**src/core/dma_pkg.sv**
```systemverilog
// What this block does
// - twenty-one writeable control bytes and seven readable status bytes on the register bus
// - while moving or searching a byte the engine drives address and strobes, and data only on sequential writes
// - two port addresses, source and destination, each fixed or counting
// - sequential mode reads into an internal register, then writes it back out
// - flyby mode reads and writes one byte in a single cycle, capturing it too
// - flyby only between a memory port and an I/O port
// - search-only reads the source and compares, never writes
// - mask byte removes bit positions from the comparison
// - transfer-with-search compares every moved byte, sequential or flyby
// - memory/I/O pairings in any direction, plus search-only on either kind
// - wait input stretches the current bus cycle while asserted
// - read and write cycle lengths are programmable per port
// - forced-ready setting acts as a permanently active ready input
// - command bytes act at once: enable, disable, reset, load, continue, clears
// - configuration bytes hold mode, ports, addresses, length, match, interrupts, rules
// - status reports ready, end-of-block, match, interrupt, byte count, both addresses
// - interrupt with vector on ready, end-of-block or match as programmed
// - byte mode releases the bus after every byte and requests again
// - burst mode runs until ready drops, finishing the current byte first
// - continuous mode holds the bus to end-of-block or stop-on-match, idling on no ready
package dma_pkg;
   localparam int NUM_CTRL = 21;
   localparam int NUM_STAT = 7;
   // control byte indices; byte address is four times the index
   localparam int CTL_CLASS = 0;
   localparam int CTL_PORT = 1;
   localparam int CTL_A_LO = 2;
   localparam int CTL_A_HI = 3;
   localparam int CTL_B_LO = 4;
   localparam int CTL_B_HI = 5;
   localparam int CTL_LEN_LO = 6;
   localparam int CTL_LEN_HI = 7;
   localparam int CTL_MATCH = 8;
   localparam int CTL_MASK = 9;
   localparam int CTL_INT = 10;
   localparam int CTL_VEC = 11;
   localparam int CTL_EOB = 12;
   localparam int CTL_RDYW = 13;
   localparam int CTL_A_RD = 14;
   localparam int CTL_A_WR = 15;
   localparam int CTL_B_RD = 16;
   localparam int CTL_B_WR = 17;
   localparam int CTL_CMD = 20;
   // status byte indices, placed above the control block
   localparam logic [7:0] STAT_BASE = 8'h80;
   localparam int STA_GEN = 0;
   localparam int STA_CNT_LO = 1;
   localparam int STA_CNT_HI = 2;
   localparam int STA_A_LO = 3;
   localparam int STA_A_HI = 4;
   localparam int STA_B_LO = 5;
   localparam int STA_B_HI = 6;
   // class byte fields
   localparam int CLS_XFER = 0;
   localparam int CLS_SRCH = 1;
   localparam int CLS_FLY = 2;
   localparam int CLS_MODE = 3;
   localparam int CLS_DIR = 5;
   localparam logic [1:0] MODE_BYTE = 2'h0;
   localparam logic [1:0] MODE_BURST = 2'h1;
   localparam logic [1:0] MODE_CONT = 2'h2;
   // port byte fields
   localparam int PRT_A_IO = 0;
   localparam int PRT_B_IO = 1;
   localparam int PRT_A_STEP = 2;
   localparam int PRT_B_STEP = 4;
   localparam logic [1:0] STEP_INC = 2'h1;
   localparam logic [1:0] STEP_DEC = 2'h2;
   // interrupt, end-of-block and ready/wait fields
   localparam int INT_RDY = 0;
   localparam int INT_EOB = 1;
   localparam int INT_MATCH = 2;
   localparam int INT_STOP_MATCH = 3;
   localparam int EOB_RESTART = 0;
   localparam int RW_RDY_HIGH = 0;
   localparam int RW_FORCE = 1;
   localparam int RW_WAIT_EN = 2;
   // general status bits
   localparam int ST_RDY = 0;
   localparam int ST_EOB = 1;
   localparam int ST_MATCH = 2;
   localparam int ST_INT = 3;
   localparam int ST_EN = 4;
   localparam int ST_BUS = 5;
   // command codes
   localparam logic [7:0] CMD_ENABLE = 8'h01;
   localparam logic [7:0] CMD_DISABLE = 8'h02;
   localparam logic [7:0] CMD_RESET = 8'h03;
   localparam logic [7:0] CMD_LOAD = 8'h04;
   localparam logic [7:0] CMD_CONTINUE = 8'h05;
   localparam logic [7:0] CMD_CLR_CNT = 8'h06;
   localparam logic [7:0] CMD_CLR_STAT = 8'h07;
   // reset values and pin latency (output flop plus two-stage input sync)
   localparam logic [7:0] RST_CTRL = 8'h00;
   localparam logic [7:0] RST_CYC_LEN = 8'h02;
   localparam logic [8:0] PIN_LAT = 9'h003;
   typedef enum logic [2:0] {
      ST_IDLE = 3'b000,
      ST_REQ = 3'b001,
      ST_READ = 3'b011,
      ST_WRITE = 3'b010,
      ST_CHECK = 3'b110,
      ST_REL = 3'b111,
      ST_FLY = 3'b101,
      ST_HOLD = 3'b100
   } state_t;
   typedef struct packed {
      logic [15:0] addr;
      logic [7:0] dout;
      logic aoe;
      logic doe;
      logic mem_rd_n;
      logic mem_wr_n;
      logic io_rd_n;
      logic io_wr_n;
   } bus_out_t;
endpackage : dma_pkg

```
**src/core/dma_engine.sv**
```systemverilog
// Design decisions made here: the register offsets and the Avalon-MM interface to the registers.
`timescale 1ns/1ps
`default_nettype none
module dma_engine (
   // clock and reset
   input wire logic clk,
   input wire logic nrst,
   // register bus, avalon-mm slave
   input wire logic [7:0] avs_address,
   input wire logic avs_read,
   input wire logic avs_write,
   input wire logic [31:0] avs_writedata,
   input wire logic [3:0] avs_byteenable,
   output logic [31:0] avs_readdata,
   output logic avs_waitrequest,
   // system bus mastering
   output logic busreq_n,
   input wire logic busack_n,
   output dma_pkg::bus_out_t bus_o,
   input wire logic [7:0] data_in,
   // port handshakes
   input wire logic ready_in,
   input wire logic wait_n,
   // interrupt
   output logic irq,
   output logic [7:0] irq_vector
);
   import dma_pkg::*;

   ////////////////////////////////////////////////////////////////////////////
   // pin synchronisers: {busack_n, wait_n, ready_in, data_in}
   logic [10:0] sync1_q;
   logic [10:0] sync2_q;
   always_ff @(posedge clk or negedge nrst) begin
      if (!nrst) begin
         sync1_q <= 11'h7FF;
         sync2_q <= 11'h7FF;
      end else begin
         sync1_q <= {busack_n, wait_n, ready_in, data_in};
         sync2_q <= sync1_q;
      end
   end
   logic busack_s;
   logic wait_s;
   logic ready_s;
   logic [7:0] din_s;
   assign busack_s = ~sync2_q[10];
   assign wait_s = ~sync2_q[9];
   assign ready_s = sync2_q[8];
   assign din_s = sync2_q[7:0];

   ////////////////////////////////////////////////////////////////////////////
   // register bus: one wait cycle per access, then a registered answer
   logic ack_q;
   logic wr_acc;
   logic [5:0] widx;
   assign avs_waitrequest = (avs_read | avs_write) & ~ack_q;
   assign wr_acc = avs_write & ack_q & avs_byteenable[0];
   assign widx = avs_address[7:2];
   always_ff @(posedge clk or negedge nrst) begin
      if (!nrst) begin
         ack_q <= 1'b0;
      end else begin
         ack_q <= (avs_read | avs_write) & ~ack_q;
      end
   end

   // control bytes, one flop group per entry
   logic [7:0] ctrl_q [NUM_CTRL];
   genvar gi;
   generate
      for (gi = 0; gi < NUM_CTRL; gi++) begin : g_ctrl
         localparam logic [7:0] RV = (gi >= CTL_A_RD && gi <= CTL_B_WR) ? RST_CYC_LEN : RST_CTRL;
         always_ff @(posedge clk or negedge nrst) begin
            if (!nrst) begin
               ctrl_q[gi] <= RV;
            end else if (wr_acc && widx == 6'(gi)) begin
               ctrl_q[gi] <= avs_writedata[7:0];
            end
         end
      end
   endgenerate

   // command strobe; the command byte itself is held for nothing else
   logic cmd_v;
   logic [7:0] cmd;
   assign cmd_v = wr_acc && widx == 6'(CTL_CMD);
   assign cmd = avs_writedata[7:0];

   ////////////////////////////////////////////////////////////////////////////
   // decoded configuration
   logic do_xfer;
   logic do_srch;
   logic [1:0] mode;
   logic dir_ba;
   logic src_io;
   logic dst_io;
   logic fly_ok;
   logic rdy_eff;
   logic wait_eff;
   logic [15:0] start_a;
   logic [15:0] start_b;
   logic [15:0] blen;
   logic [7:0] rd_len;
   logic [7:0] wr_len;
   assign do_xfer = ctrl_q[CTL_CLASS][CLS_XFER];
   assign do_srch = ctrl_q[CTL_CLASS][CLS_SRCH];
   assign mode = ctrl_q[CTL_CLASS][CLS_MODE +: 2];
   assign dir_ba = ctrl_q[CTL_CLASS][CLS_DIR];
   assign src_io = dir_ba ? ctrl_q[CTL_PORT][PRT_B_IO] : ctrl_q[CTL_PORT][PRT_A_IO];
   assign dst_io = dir_ba ? ctrl_q[CTL_PORT][PRT_A_IO] : ctrl_q[CTL_PORT][PRT_B_IO];
   // flyby only with one memory and one i/o port, otherwise sequential
   assign fly_ok = ctrl_q[CTL_CLASS][CLS_FLY] & do_xfer & (src_io != dst_io);
   assign rdy_eff = ctrl_q[CTL_RDYW][RW_FORCE] |
                    (ready_s == ctrl_q[CTL_RDYW][RW_RDY_HIGH]);
   assign wait_eff = ctrl_q[CTL_RDYW][RW_WAIT_EN] & wait_s;
   assign start_a = {ctrl_q[CTL_A_HI], ctrl_q[CTL_A_LO]};
   assign start_b = {ctrl_q[CTL_B_HI], ctrl_q[CTL_B_LO]};
   assign blen = {ctrl_q[CTL_LEN_HI], ctrl_q[CTL_LEN_LO]};
   assign rd_len = dir_ba ? ctrl_q[CTL_B_RD] : ctrl_q[CTL_A_RD];
   assign wr_len = dir_ba ? ctrl_q[CTL_A_WR] : ctrl_q[CTL_B_WR];

   function automatic logic [15:0] step(input logic [15:0] a, input logic [1:0] rule);
      logic [15:0] r;
      r = a;
      if (rule == STEP_INC) begin
         r = a + 16'h0001;
      end else if (rule == STEP_DEC) begin
         r = a - 16'h0001;
      end
      return r;
   endfunction : step

   ////////////////////////////////////////////////////////////////////////////
   // sequencer and datapath
   state_t state_q;
   logic busreq_q;
   logic enable_q;
   logic [8:0] cyc_q;
   logic [7:0] data_q;
   logic [15:0] a_q;
   logic [15:0] b_q;
   logic [15:0] bcnt_q;
   logic ev_eob_q;
   logic ev_match_q;
   logic cyc_done;
   logic hit;
   logic eob;
   logic restart;
   logic stop_match;
   logic [1:0] a_rule;
   logic [1:0] b_rule;
   assign cyc_done = (cyc_q == 9'h000) && !wait_eff;
   // mask bit set means the position is ignored
   assign hit = do_srch && (((data_q ^ ctrl_q[CTL_MATCH]) & ~ctrl_q[CTL_MASK]) == 8'h00);
   assign eob = bcnt_q == blen;
   assign restart = ctrl_q[CTL_EOB][EOB_RESTART];
   assign stop_match = hit & ctrl_q[CTL_INT][INT_STOP_MATCH];
   assign a_rule = ctrl_q[CTL_PORT][PRT_A_STEP +: 2];
   assign b_rule = ctrl_q[CTL_PORT][PRT_B_STEP +: 2];

   always_ff @(posedge clk or negedge nrst) begin
      if (!nrst) begin
         state_q <= ST_IDLE;
         busreq_q <= 1'b0;
         enable_q <= 1'b0;
         cyc_q <= 9'h000;
         data_q <= 8'h00;
         a_q <= 16'h0000;
         b_q <= 16'h0000;
         bcnt_q <= 16'h0000;
         ev_eob_q <= 1'b0;
         ev_match_q <= 1'b0;
      end else begin
         ev_eob_q <= 1'b0;
         ev_match_q <= 1'b0;
         if (cmd_v) begin
            // host commands land in any state and hold the sequencer for that cycle
            unique case (cmd)
               CMD_ENABLE: enable_q <= 1'b1;
               CMD_DISABLE: enable_q <= 1'b0;
               CMD_RESET: begin
                  enable_q <= 1'b0;
                  state_q <= ST_IDLE;
                  busreq_q <= 1'b0;
               end
               CMD_LOAD: begin
                  a_q <= start_a;
                  b_q <= start_b;
               end
               CMD_CONTINUE: begin
                  bcnt_q <= 16'h0000;
                  enable_q <= 1'b1;
               end
               CMD_CLR_CNT: begin
                  bcnt_q <= 16'h0000;
                  a_q <= start_a;
                  b_q <= start_b;
               end
               default: begin
               end
            endcase
         end else begin
            if (cyc_q != 9'h000) begin
               cyc_q <= cyc_q - 9'h001;
            end
            unique case (state_q)
               ST_IDLE: begin
                  if (enable_q && rdy_eff && !busack_s) begin
                     busreq_q <= 1'b1;
                     state_q <= ST_REQ;
                  end
               end
               ST_REQ: begin
                  // nothing is driven until the host lets go of the bus
                  if (busack_s) begin
                     state_q <= fly_ok ? ST_FLY : ST_READ;
                     cyc_q <= {1'b0, rd_len} + PIN_LAT;
                  end
               end
               ST_READ: begin
                  if (cyc_done) begin
                     data_q <= din_s;
                     if (dir_ba) begin
                        b_q <= step(b_q, b_rule);
                     end else begin
                        a_q <= step(a_q, a_rule);
                     end
                     if (do_xfer) begin
                        state_q <= ST_WRITE;
                        cyc_q <= {1'b0, wr_len} + PIN_LAT;
                     end else begin
                        state_q <= ST_CHECK;
                     end
                  end
               end
               ST_WRITE: begin
                  if (cyc_done) begin
                     if (dir_ba) begin
                        a_q <= step(a_q, a_rule);
                     end else begin
                        b_q <= step(b_q, b_rule);
                     end
                     state_q <= ST_CHECK;
                  end
               end
               ST_FLY: begin
                  if (cyc_done) begin
                     data_q <= din_s;
                     a_q <= step(a_q, a_rule);
                     b_q <= step(b_q, b_rule);
                     state_q <= ST_CHECK;
                  end
               end
               ST_CHECK: begin
                  ev_match_q <= hit;
                  ev_eob_q <= eob;
                  bcnt_q <= eob ? 16'h0000 : bcnt_q + 16'h0001;
                  if (eob && restart) begin
                     a_q <= start_a;
                     b_q <= start_b;
                  end
                  if ((eob && !restart) || stop_match) begin
                     enable_q <= 1'b0;
                     state_q <= ST_REL;
                  end else if (mode == MODE_BYTE) begin
                     state_q <= ST_REL;
                  end else if (rdy_eff) begin
                     state_q <= fly_ok ? ST_FLY : ST_READ;
                     cyc_q <= {1'b0, rd_len} + PIN_LAT;
                  end else if (mode == MODE_CONT) begin
                     state_q <= ST_HOLD;
                  end else begin
                     state_q <= ST_REL;
                  end
               end
               ST_HOLD: begin
                  // bus stays ours, strobes idle, until ready returns
                  if (rdy_eff) begin
                     state_q <= fly_ok ? ST_FLY : ST_READ;
                     cyc_q <= {1'b0, rd_len} + PIN_LAT;
                  end
               end
               ST_REL: begin
                  busreq_q <= 1'b0;
                  state_q <= ST_IDLE;
               end
            endcase
         end
      end
   end

   ////////////////////////////////////////////////////////////////////////////
   // bus drive: decoded from state, then registered so pins never glitch
   bus_out_t bus_d;
   bus_out_t bus_q;
   logic mem_addr_sel_b;
   assign mem_addr_sel_b = ctrl_q[CTL_PORT][PRT_A_IO];
   always_comb begin
      bus_d = '{addr: 16'h0000, dout: data_q, aoe: 1'b0, doe: 1'b0,
                mem_rd_n: 1'b1, mem_wr_n: 1'b1, io_rd_n: 1'b1, io_wr_n: 1'b1};
      bus_d.aoe = state_q inside {ST_READ, ST_WRITE, ST_FLY, ST_CHECK, ST_HOLD};
      unique case (state_q)
         ST_READ: begin
            bus_d.addr = dir_ba ? b_q : a_q;
            bus_d.mem_rd_n = src_io;
            bus_d.io_rd_n = ~src_io;
         end
         ST_WRITE: begin
            // captured byte stays on the data bus through the write
            bus_d.addr = dir_ba ? a_q : b_q;
            bus_d.doe = 1'b1;
            bus_d.mem_wr_n = dst_io;
            bus_d.io_wr_n = ~dst_io;
         end
         ST_FLY: begin
            // one address for the memory side; i/o decodes from its strobe
            bus_d.addr = mem_addr_sel_b ? b_q : a_q;
            bus_d.mem_rd_n = src_io;
            bus_d.io_rd_n = ~src_io;
            bus_d.mem_wr_n = dst_io;
            bus_d.io_wr_n = ~dst_io;
         end
         default: begin
         end
      endcase
   end
   always_ff @(posedge clk or negedge nrst) begin
      if (!nrst) begin
         bus_q <= '{addr: 16'h0000, dout: 8'h00, aoe: 1'b0, doe: 1'b0,
                    mem_rd_n: 1'b1, mem_wr_n: 1'b1, io_rd_n: 1'b1, io_wr_n: 1'b1};
      end else begin
         bus_q <= bus_d;
      end
   end
   assign bus_o = bus_q;
   assign busreq_n = ~busreq_q;

   ////////////////////////////////////////////////////////////////////////////
   // status flags; a new event beats a clear in the same cycle
   logic eob_q;
   logic match_q;
   logic intp_q;
   logic rdy_prev_q;
   logic rdy_rise;
   logic clr;
   logic int_ev;
   assign rdy_rise = rdy_eff & ~rdy_prev_q;
   assign clr = cmd_v && cmd == CMD_CLR_STAT;
   assign int_ev = (ev_eob_q & ctrl_q[CTL_INT][INT_EOB]) |
                   (ev_match_q & ctrl_q[CTL_INT][INT_MATCH]) |
                   (rdy_rise & enable_q & ctrl_q[CTL_INT][INT_RDY]);
   always_ff @(posedge clk or negedge nrst) begin
      if (!nrst) begin
         eob_q <= 1'b0;
         match_q <= 1'b0;
         intp_q <= 1'b0;
         rdy_prev_q <= 1'b0;
      end else begin
         rdy_prev_q <= rdy_eff;
         eob_q <= ev_eob_q | (eob_q & ~clr);
         match_q <= ev_match_q | (match_q & ~clr);
         intp_q <= int_ev | (intp_q & ~clr);
      end
   end
   assign irq = intp_q;
   assign irq_vector = ctrl_q[CTL_VEC];

   ////////////////////////////////////////////////////////////////////////////
   // read answer; control bytes are write-only and read as zero
   logic [7:0] stat [NUM_STAT];
   logic [5:0] sidx;
   assign stat[STA_GEN] = {2'b00, busreq_q, enable_q, intp_q, match_q, eob_q, rdy_eff};
   assign stat[STA_CNT_LO] = bcnt_q[7:0];
   assign stat[STA_CNT_HI] = bcnt_q[15:8];
   assign stat[STA_A_LO] = a_q[7:0];
   assign stat[STA_A_HI] = a_q[15:8];
   assign stat[STA_B_LO] = b_q[7:0];
   assign stat[STA_B_HI] = b_q[15:8];
   assign sidx = widx - STAT_BASE[7:2];
   always_ff @(posedge clk or negedge nrst) begin
      if (!nrst) begin
         avs_readdata <= 32'h0000_0000;
      end else if (avs_read && !ack_q) begin
         if (avs_address >= STAT_BASE && sidx < 6'(NUM_STAT)) begin
            avs_readdata <= {24'h000000, stat[sidx[2:0]]};
         end else begin
            avs_readdata <= 32'h0000_0000;
         end
      end
   end
endmodule : dma_engine
`default_nettype wire

```
**config.mk**
```make
export PLATFORM = sky130hd
export DESIGN_NAME = dma_engine
export DESIGN_NICKNAME = d
export VERILOG_FILES = /design/src/core/dma_pkg.sv /design/src/core/dma_engine.sv
export SDC_FILE = /design/constraint.sdc
export NUM_CORES = 1
export LEC_CHECK = 0
export BUFFER_PORTS_ARGS = -buffer_cell sky130_fd_sc_hd__clkbuf_2
export CELL_PAD_IN_SITES_DETAIL_PLACEMENT = 1
export CELL_PAD_IN_SITES_GLOBAL_PLACEMENT = 1
export CORE_MARGIN = 1
export CORE_UTILIZATION = 43
export CTS_CLUSTER_DIAMETER = 150
export DETAILED_ROUTE_END_ITERATION = 8
export PLACE_DENSITY_LB_ADDON = 0.1
export SLEW_MARGIN = 20
export SYNTH_ARGS = -nofsm -noshare
export SYNTH_HDL_FRONTEND = slang
export SYNTH_SLANG_ARGS = --single-unit
```
**constraint.sdc**
```tcl
create_clock -name clk -period 3.2 [get_ports clk]
set_clock_uncertainty 0.1 [all_clocks]
set_input_delay 0.32 -clock clk [delete_from_list [all_inputs] [get_ports clk]]
set_output_delay 0.32 -clock clk [all_outputs]
set_load 0.01 [all_outputs]
```
==> impl_metrics.py, run 1 <==
metrics = {
    "status": {
        "status": "completed",
    },
    "finish": {
        "drive_above_1_share_pct": 27.22,
        "area_delta_synth_final_pct": 16.08,
        "finalInstanceArea_sq_um": 16330,
        "instances_no_fill": 1923,
        "multiInputGateArea_sq_um": 6979,
        "fin_nets": 1558,
        "antennaDiodeCount": 0,
        "fillCellCount": 3567,
        "final-seq-area_sq_um": 6569,
    },
    "sta": {
        "fin_ws_ns": 0.2138,
        "setup_violations": 0,
        "period_share_pct": 93.32,
        "finalHoldViolCount": 0,
        "rsz0062_at_grt": "false",
        "fin_crit_ns": 2.986,
        "slew_viol_final": 0,
        "clock.fmax_mhz": 334.9,
        "worstMarginPinSlew_ns": 0.8734,
        "maxSlewHeadroom_pct": 41.77,
        "finalSetupTns_ns": 0,
    },
    "clocking": {
        "clock_latency_ns": 0.57,
        "cts_max_path_buffers": 3,
        "clock-root-buffer": "clkbuf_16",
        "numClockSinks": 261,
        "numCtsBuffers": 30,
        "cts_tree": "yes",
        "htree_num_levels": 1,
        "post-cts-setup-buffers": 0,
        "clk_pin_slew_worst_paths_ns": 0.07,
    },
    "synth": {
        "ys_seq_elements": 261,
        "synth_top_area_share_pct": 41.10,
        "yosysTopAreaCell": "dfrtp_1",
        "yosysMostFrequentCell": "dfrtp_1",
        "ys.flop_type": "dfrtp_1",
        "syn-cell-area_sq_um": 14070,
        "synth_area_leaders": "dfrtp_1 41%, mux2_2 11%, dfstp_2 5.6%, nor2_1 3.0%, ha_1 2.9%",
        "synth_cell_type_count": 89,
        "synth_edf_count": 0,
        "yosysSeqAreaShare_pct": 46.70,
        "avgSynthCellArea_sq_um": 10.47,
        "yosys_warnings": 0,
        "syn_inst": 1343,
        "synth_common_cells": "231 x dfrtp_1, 133 x mux2_2, 112 x nor2_1",
        "async_reset_ff_share_pct": 100.0,
    },
    "floorplan": {
        "ios": 132,
        "fp.coreArea_sq_um": 31880,
        "die_w_microns": 182.9,
        "die_area_sq_um": 33440,
        "die_y_microns": 182.9,
        "initial_utilization_pct": 44.12,
        "num_rows": 65,
    },
    "detailed_routing": {
        "wl_mm": 41.24,
        "drt_iter0_drc": 667,
        "dr.pass1.iters": 5,
        "vias_per_cell": 5.628,
        "route.detailed.drc": 0,
        "drt-wirelength-per-cell_microns": 21.45,
        "num_vias": 10820,
        "postRouteAntennaNets": 0,
    },
    "setup_path": {
        "crit_arrival_ns": 3.32,
        "rr_endpoint": "b_q[15]",
        "endpoint": "b_q[15]",
        "reg2reg_slack_ns": 0.21,
        "reg2reg_from": "b_rule[1]",
        "reg2reg_depth": 11,
        "critPathKind": "flop to flop",
        "required_ns": 3.53,
        "end_kind": "flop",
        "crit_path_start_kind": "flop",
        "cp-startpoint": "b_rule[1]",
        "cp_max_fo": 6,
    },
    "placed_design": {
        "dp_hpwl_mm": 29.60,
        "gp_congestion": 0.8554,
        "dp_slack_ns": 0.1145,
        "dp_cells": 1853,
        "portBuffers": 78,
        "placed_area_sq_um": 15140,
    },
    "power_and_ir_drop": {
        "vdd_drop_max_v": 0.0004438,
        "p_leak_uw": 0.007510,
        "power_density_nw_per_um2": 827.1,
    },
    "job": {
        "drv_cap": 0,
    },
    "global_route": {
        "antenna_found_initial": 1,
        "grt-ovfl-total": 0,
        "grt_max_degree": 74,
        "grtUsageTotal_pct": 25.53,
        "grt_pass1_wl_mm": 66.04,
        "grt_pass1_vias": 11610,
    },
    "hold_path": {
        "min_path_cells": 3,
        "hp-class": "input port to flop",
    },
}
==> worst max-delay path: stages, from the launching register on <==
cell and delay [ns]:
dfrtp_1 0.40, nand2b_2 0.29, buf_4 0.20, ha_1 0.29, and3_1 0.21, and3_1 0.20
nand3_1 0.08, o2111ai_1 0.16, a2111o_1 0.39, o211ai_1 0.14, mux2i_1 0.11, a311o_1 0.32
==> final cells by class <==
type / instances / share of cell area [%]
clock buffers: 41 / 5.341
inverters: 22 / 0.5057
clock inverters: 15 / 0.9502
well taps: 435 / 3.333
multi-input cells: 984 / 42.74
flip-flops and latches: 261 / 40.23
repair buffers: 165 / 6.897
==> metal layers <==
layer  global-route usage (%)  part of all wire, %
met4                    5.333                  1.7
met5                        0                    0
met2                    42.66                   48
met1                    36.08                   47
met3                    2.542                  3.1
==> power by group <==
group | internal, uW | switching [uW]
clock network | 2070 | 1440
logic | 2260 | 3120
registers | 3900 | 710
total | 8240 | 5270
==> registers in the layout, indices dropped and copies added, names as in the netlist, 9 cells and up <==
| register | flops |
|---|---|
| ctrl_q | 96 |
| bus_o | 30 |
| a_q | 16 |
| b_q | 16 |
| bcnt_q | 16 |
| blen | 16 |
| sync1_q | 11 |
| sync2_q | 11 |
| cyc_q | 9 |
==> placed cells by master (no fill, tap or decap), types with 15 or more instances in the layout <==
| cell type | instances |
|---|---|
| dfrtp_1 | 231 |
| clkbuf_16 | 30 |
| nand3_1 | 35 |
| and3_1 | 15 |
| clkbuf_2 | 77 |
| nand2_1 | 109 |
| nor2_1 | 112 |
| dfstp_2 | 30 |
| a22o_1 | 16 |
| o21ai_0 | 82 |
| mux2i_1 | 29 |
| a21oi_1 | 75 |
| buf_4 | 70 |
| a31oi_1 | 30 |
| mux2_2 | 133 |
| xnor2_1 | 39 |
| ha_1 | 33 |
| nor3_1 | 25 |
| conb_1 | 24 |
| inv_1 | 22 |
| xor2_1 | 37 |
==> worst min-delay path by stage <==
stage,slack (ns),startpoint,end
final,0.03,avs_writedata[2],enable_q
after global routing,0.008,avs_writedata[2],ctrl_q[162]
after CTS,0.004,avs_writedata[2],ctrl_q[162]
after detailed placement,0.24,nrst,cyc_q[3]
after global placement,0.23,nrst,cyc_q[3]
after floorplan,-0.08,nrst,a_q[0]
==> timing repair <==
action | CTS | global route
endpoints found under the setup margin | 0 | 2
gates resized for setup | 0 | 3
hold buffers | 14 | 0
endpoints found under the hold margin | 72 | 0
==> through the flow <==
step	hold slack [ns]	utilization (%)	total power (uW)
floorplan	-0.07559	-	8192
global placement	0.2338	47.50	9832
detailed placement	0.2372	47.50	9984
CTS	0.004307	51.16	13580
global route	0.007659	51.22	14390
finish	0.02946	51.22	13500
==> logic make-up after synthesis <==
group | after synthesis | share of synthesized area [%]
adders and majority gates | 35 | 3.220
buffers and inverters | 121 | 4.492
and+or+nand+nor | 368 | 12.47
muxes | 168 | 13.70
DFF | 261 | 46.70
xor gates and xnor gates | 76 | 4.732
other | 1 | 0.02666
AOI/OAI and AO/OA | 313 | 14.66
No activity file was read; power rests on OpenSTA's default activity.
==> run 2, diff against run 1 <==
Settings changed: CORE_UTILIZATION 43 to 29.
==> impl_metrics.py, run 2 (synthesis gave the netlist of run 1 again) <==
metrics = {
    "floorplan": {
        "initial_utilization_pct": 29.46,
        "fp.coreArea_sq_um": 47750,
        "die_y_microns": 222.2,
        "die_area_sq_um": 49390,
        "die_w_microns": 222.2,
        "num_rows": 80,
        "ios": 132,
    },
    "sta": {
        "setup_violations": 0,
        "finalSetupTns_ns": 0,
        "slew_viol_final": 0,
        "maxSlewHeadroom_pct": 39.28,
        "fin_ws_ns": 0.1856,
        "clock.fmax_mhz": 331.7,
        "hold_ws_ns": 0.1048,
        "period_share_pct": 94.20,
        "finalHoldViolCount": 0,
        "fin_crit_ns": 3.014,
        "worstMarginPinSlew_ns": 0.8967,
        "rsz0062_at_grt": "false",
    },
    "placed_design": {
        "dp_hpwl_mm": 32.33,
        "dp_slack_ns": 0.1225,
        "portBuffers": 78,
        "gp_congestion": 0.7980,
    },
    "setup_path": {
        "cp_max_fo": 7,
        "required_ns": 3.58,
        "crit_path_start_kind": "flop",
        "reg2reg_slack_ns": 0.19,
        "critPathKind": "flop to flop",
        "crit_arrival_ns": 3.39,
        "rr_endpoint": "a_q[15]",
        "end_kind": "flop",
        "reg2reg_depth": 10,
        "reg2reg_from": "a_rule[1]",
    },
    "hold_path": {
        "hold_start": "avs_writedata[6]",
        "min_to": "enable_q",
        "min_path_cells": 5,
        "hp-class": "input port to flop",
    },
    "power_and_ir_drop": {
        "finalPower_uw": 14150,
        "vdd_drop_max_v": 0.0003771,
        "power_density_nw_per_um2": 845.5,
        "p_leak_uw": 0.007591,
    },
    "global_route": {
        "grt_pass1_wl_mm": 70.27,
        "grt_pass1_vias": 11250,
        "grt_max_degree": 89,
        "grtUsageTotal_pct": 18.54,
        "grt-ovfl-total": 0,
        "antenna_found_initial": 0,
    },
    "finish": {
        "regMostFlops": "ctrl_q",
        "largest_reg_flops": 96,
        "antennaDiodeCount": 0,
        "drive_above_1_share_pct": 27.42,
        "final_common_cell": "dfrtp_1",
        "fillCellCount": 5261,
        "utilization_pct": 35.04,
        "final_cell_mix": "230 x dfrtp_1, 133 x mux2_2, 112 x nor2_1",
        "area_delta_synth_final_pct": 18.94,
        "fin_nets": 1564,
    },
    "detailed_routing": {
        "drt-wirelength-per-cell_microns": 21.35,
        "postRouteAntennaNets": 0,
        "num_vias": 10820,
        "wl_mm": 45.05,
        "vias_per_cell": 5.129,
        "route.detailed.drc": 0,
        "drt_iter0_drc": 487,
        "dr.pass1.iters": 5,
    },
    "clocking": {
        "post-cts-setup-buffers": 0,
        "clock-root-buffer": "clkbuf_16",
        "numClockSinks": 261,
        "htree_num_levels": 1,
        "numCtsBuffers": 31,
        "cts_tree": "yes",
        "cts_max_path_buffers": 3,
        "clock_latency_ns": 0.59,
        "clk_pin_slew_worst_paths_ns": 0.06,
    },
    "job": {
        "drv_cap": 0,
    },
    "status": {
        "status": "completed",
    },
}
-- run 2: changes by cell type in the layout (fill, tap and decap cells not counted), sizes merged --
cell | before | now
bufinv | 2 | 8
clkbuf | 118 | 113
inv | 22 | 23
dlygate4sd3 | 14 | 15
buf | 74 | 78
-- run 2: worst max path at each step --
stage	startpoint	to	slack, ns	cells after the start
after floorplan	b_rule[0]	b_q[15]	0.15	11
after global placement	a_rule[1]	a_q[15]	0.13	10
after detailed placement	a_rule[1]	a_q[15]	0.12	10
after CTS	a_rule[1]	a_q[15]	0.09	10
after global routing	a_rule[1]	a_q[15]	0.01	10
final	a_rule[1]	a_q[15]	0.19	10
-- run 2: power breakdown --
part / internal [uW] / leakage, uW / switching, uW
clock network: 2470 / 0.000557 / 1520
logic: 2320 / 0.00368 / 3240
registers: 3900 / 0.00336 / 698
-- run 2: cell type report --
type / count / area (sq um) / share of cell area [%]
Timing Repair Buffer: 170 / 1191 / 7.120
Clock buffer: 36 / 814.5 / 4.869
Inverter: 22 / 82.58 / 0.4936
Multi-Input combinational cell: 984 / 6973 / 41.68
Tap cell: 615 / 769.5 / 4.600
Clock inverter: 22 / 329.1 / 1.967
Sequential cell: 261 / 6570 / 39.27
-- run 2: worst max-delay path: stages (launching register included) --
cell       delay [ns]
dfrtp_1          0.40
nand2b_2         0.29
ha_1             0.34
a211oi_1         0.31
o21ai_0          0.18
nand2_1          0.10
o2111ai_1        0.18
a2111o_1         0.41
o211ai_1         0.19
mux2i_1          0.13
a211o_1          0.27
-- run 2: through the flow --
step                std cells  cell area (sq um)
floorplan                1366              14150
global placement         2037              15420
detailed placement       2037              15420
CTS                      2110              16720
global route             2110              16730
finish                   2110              16730
-- run 2: routing by layer --
metal	GRT usage, %	vias to the layer above	part of all wire (%)	wire length, microns
li1	-	5069	-	-
met1	26.70	5534	49	21970
met2	29.36	168	46	20590
met3	2.036	52	3.3	1498
met4	5.018	0	2.2	991
met5	0	-	0	0
-- run 2: timing repair --
action | in CTS | in global routing
hold buffers | 15 | 0
resized for setup | 0 | 2
hold endpoints to repair | 94 | 0
setup endpoints to repair | 0 | 9
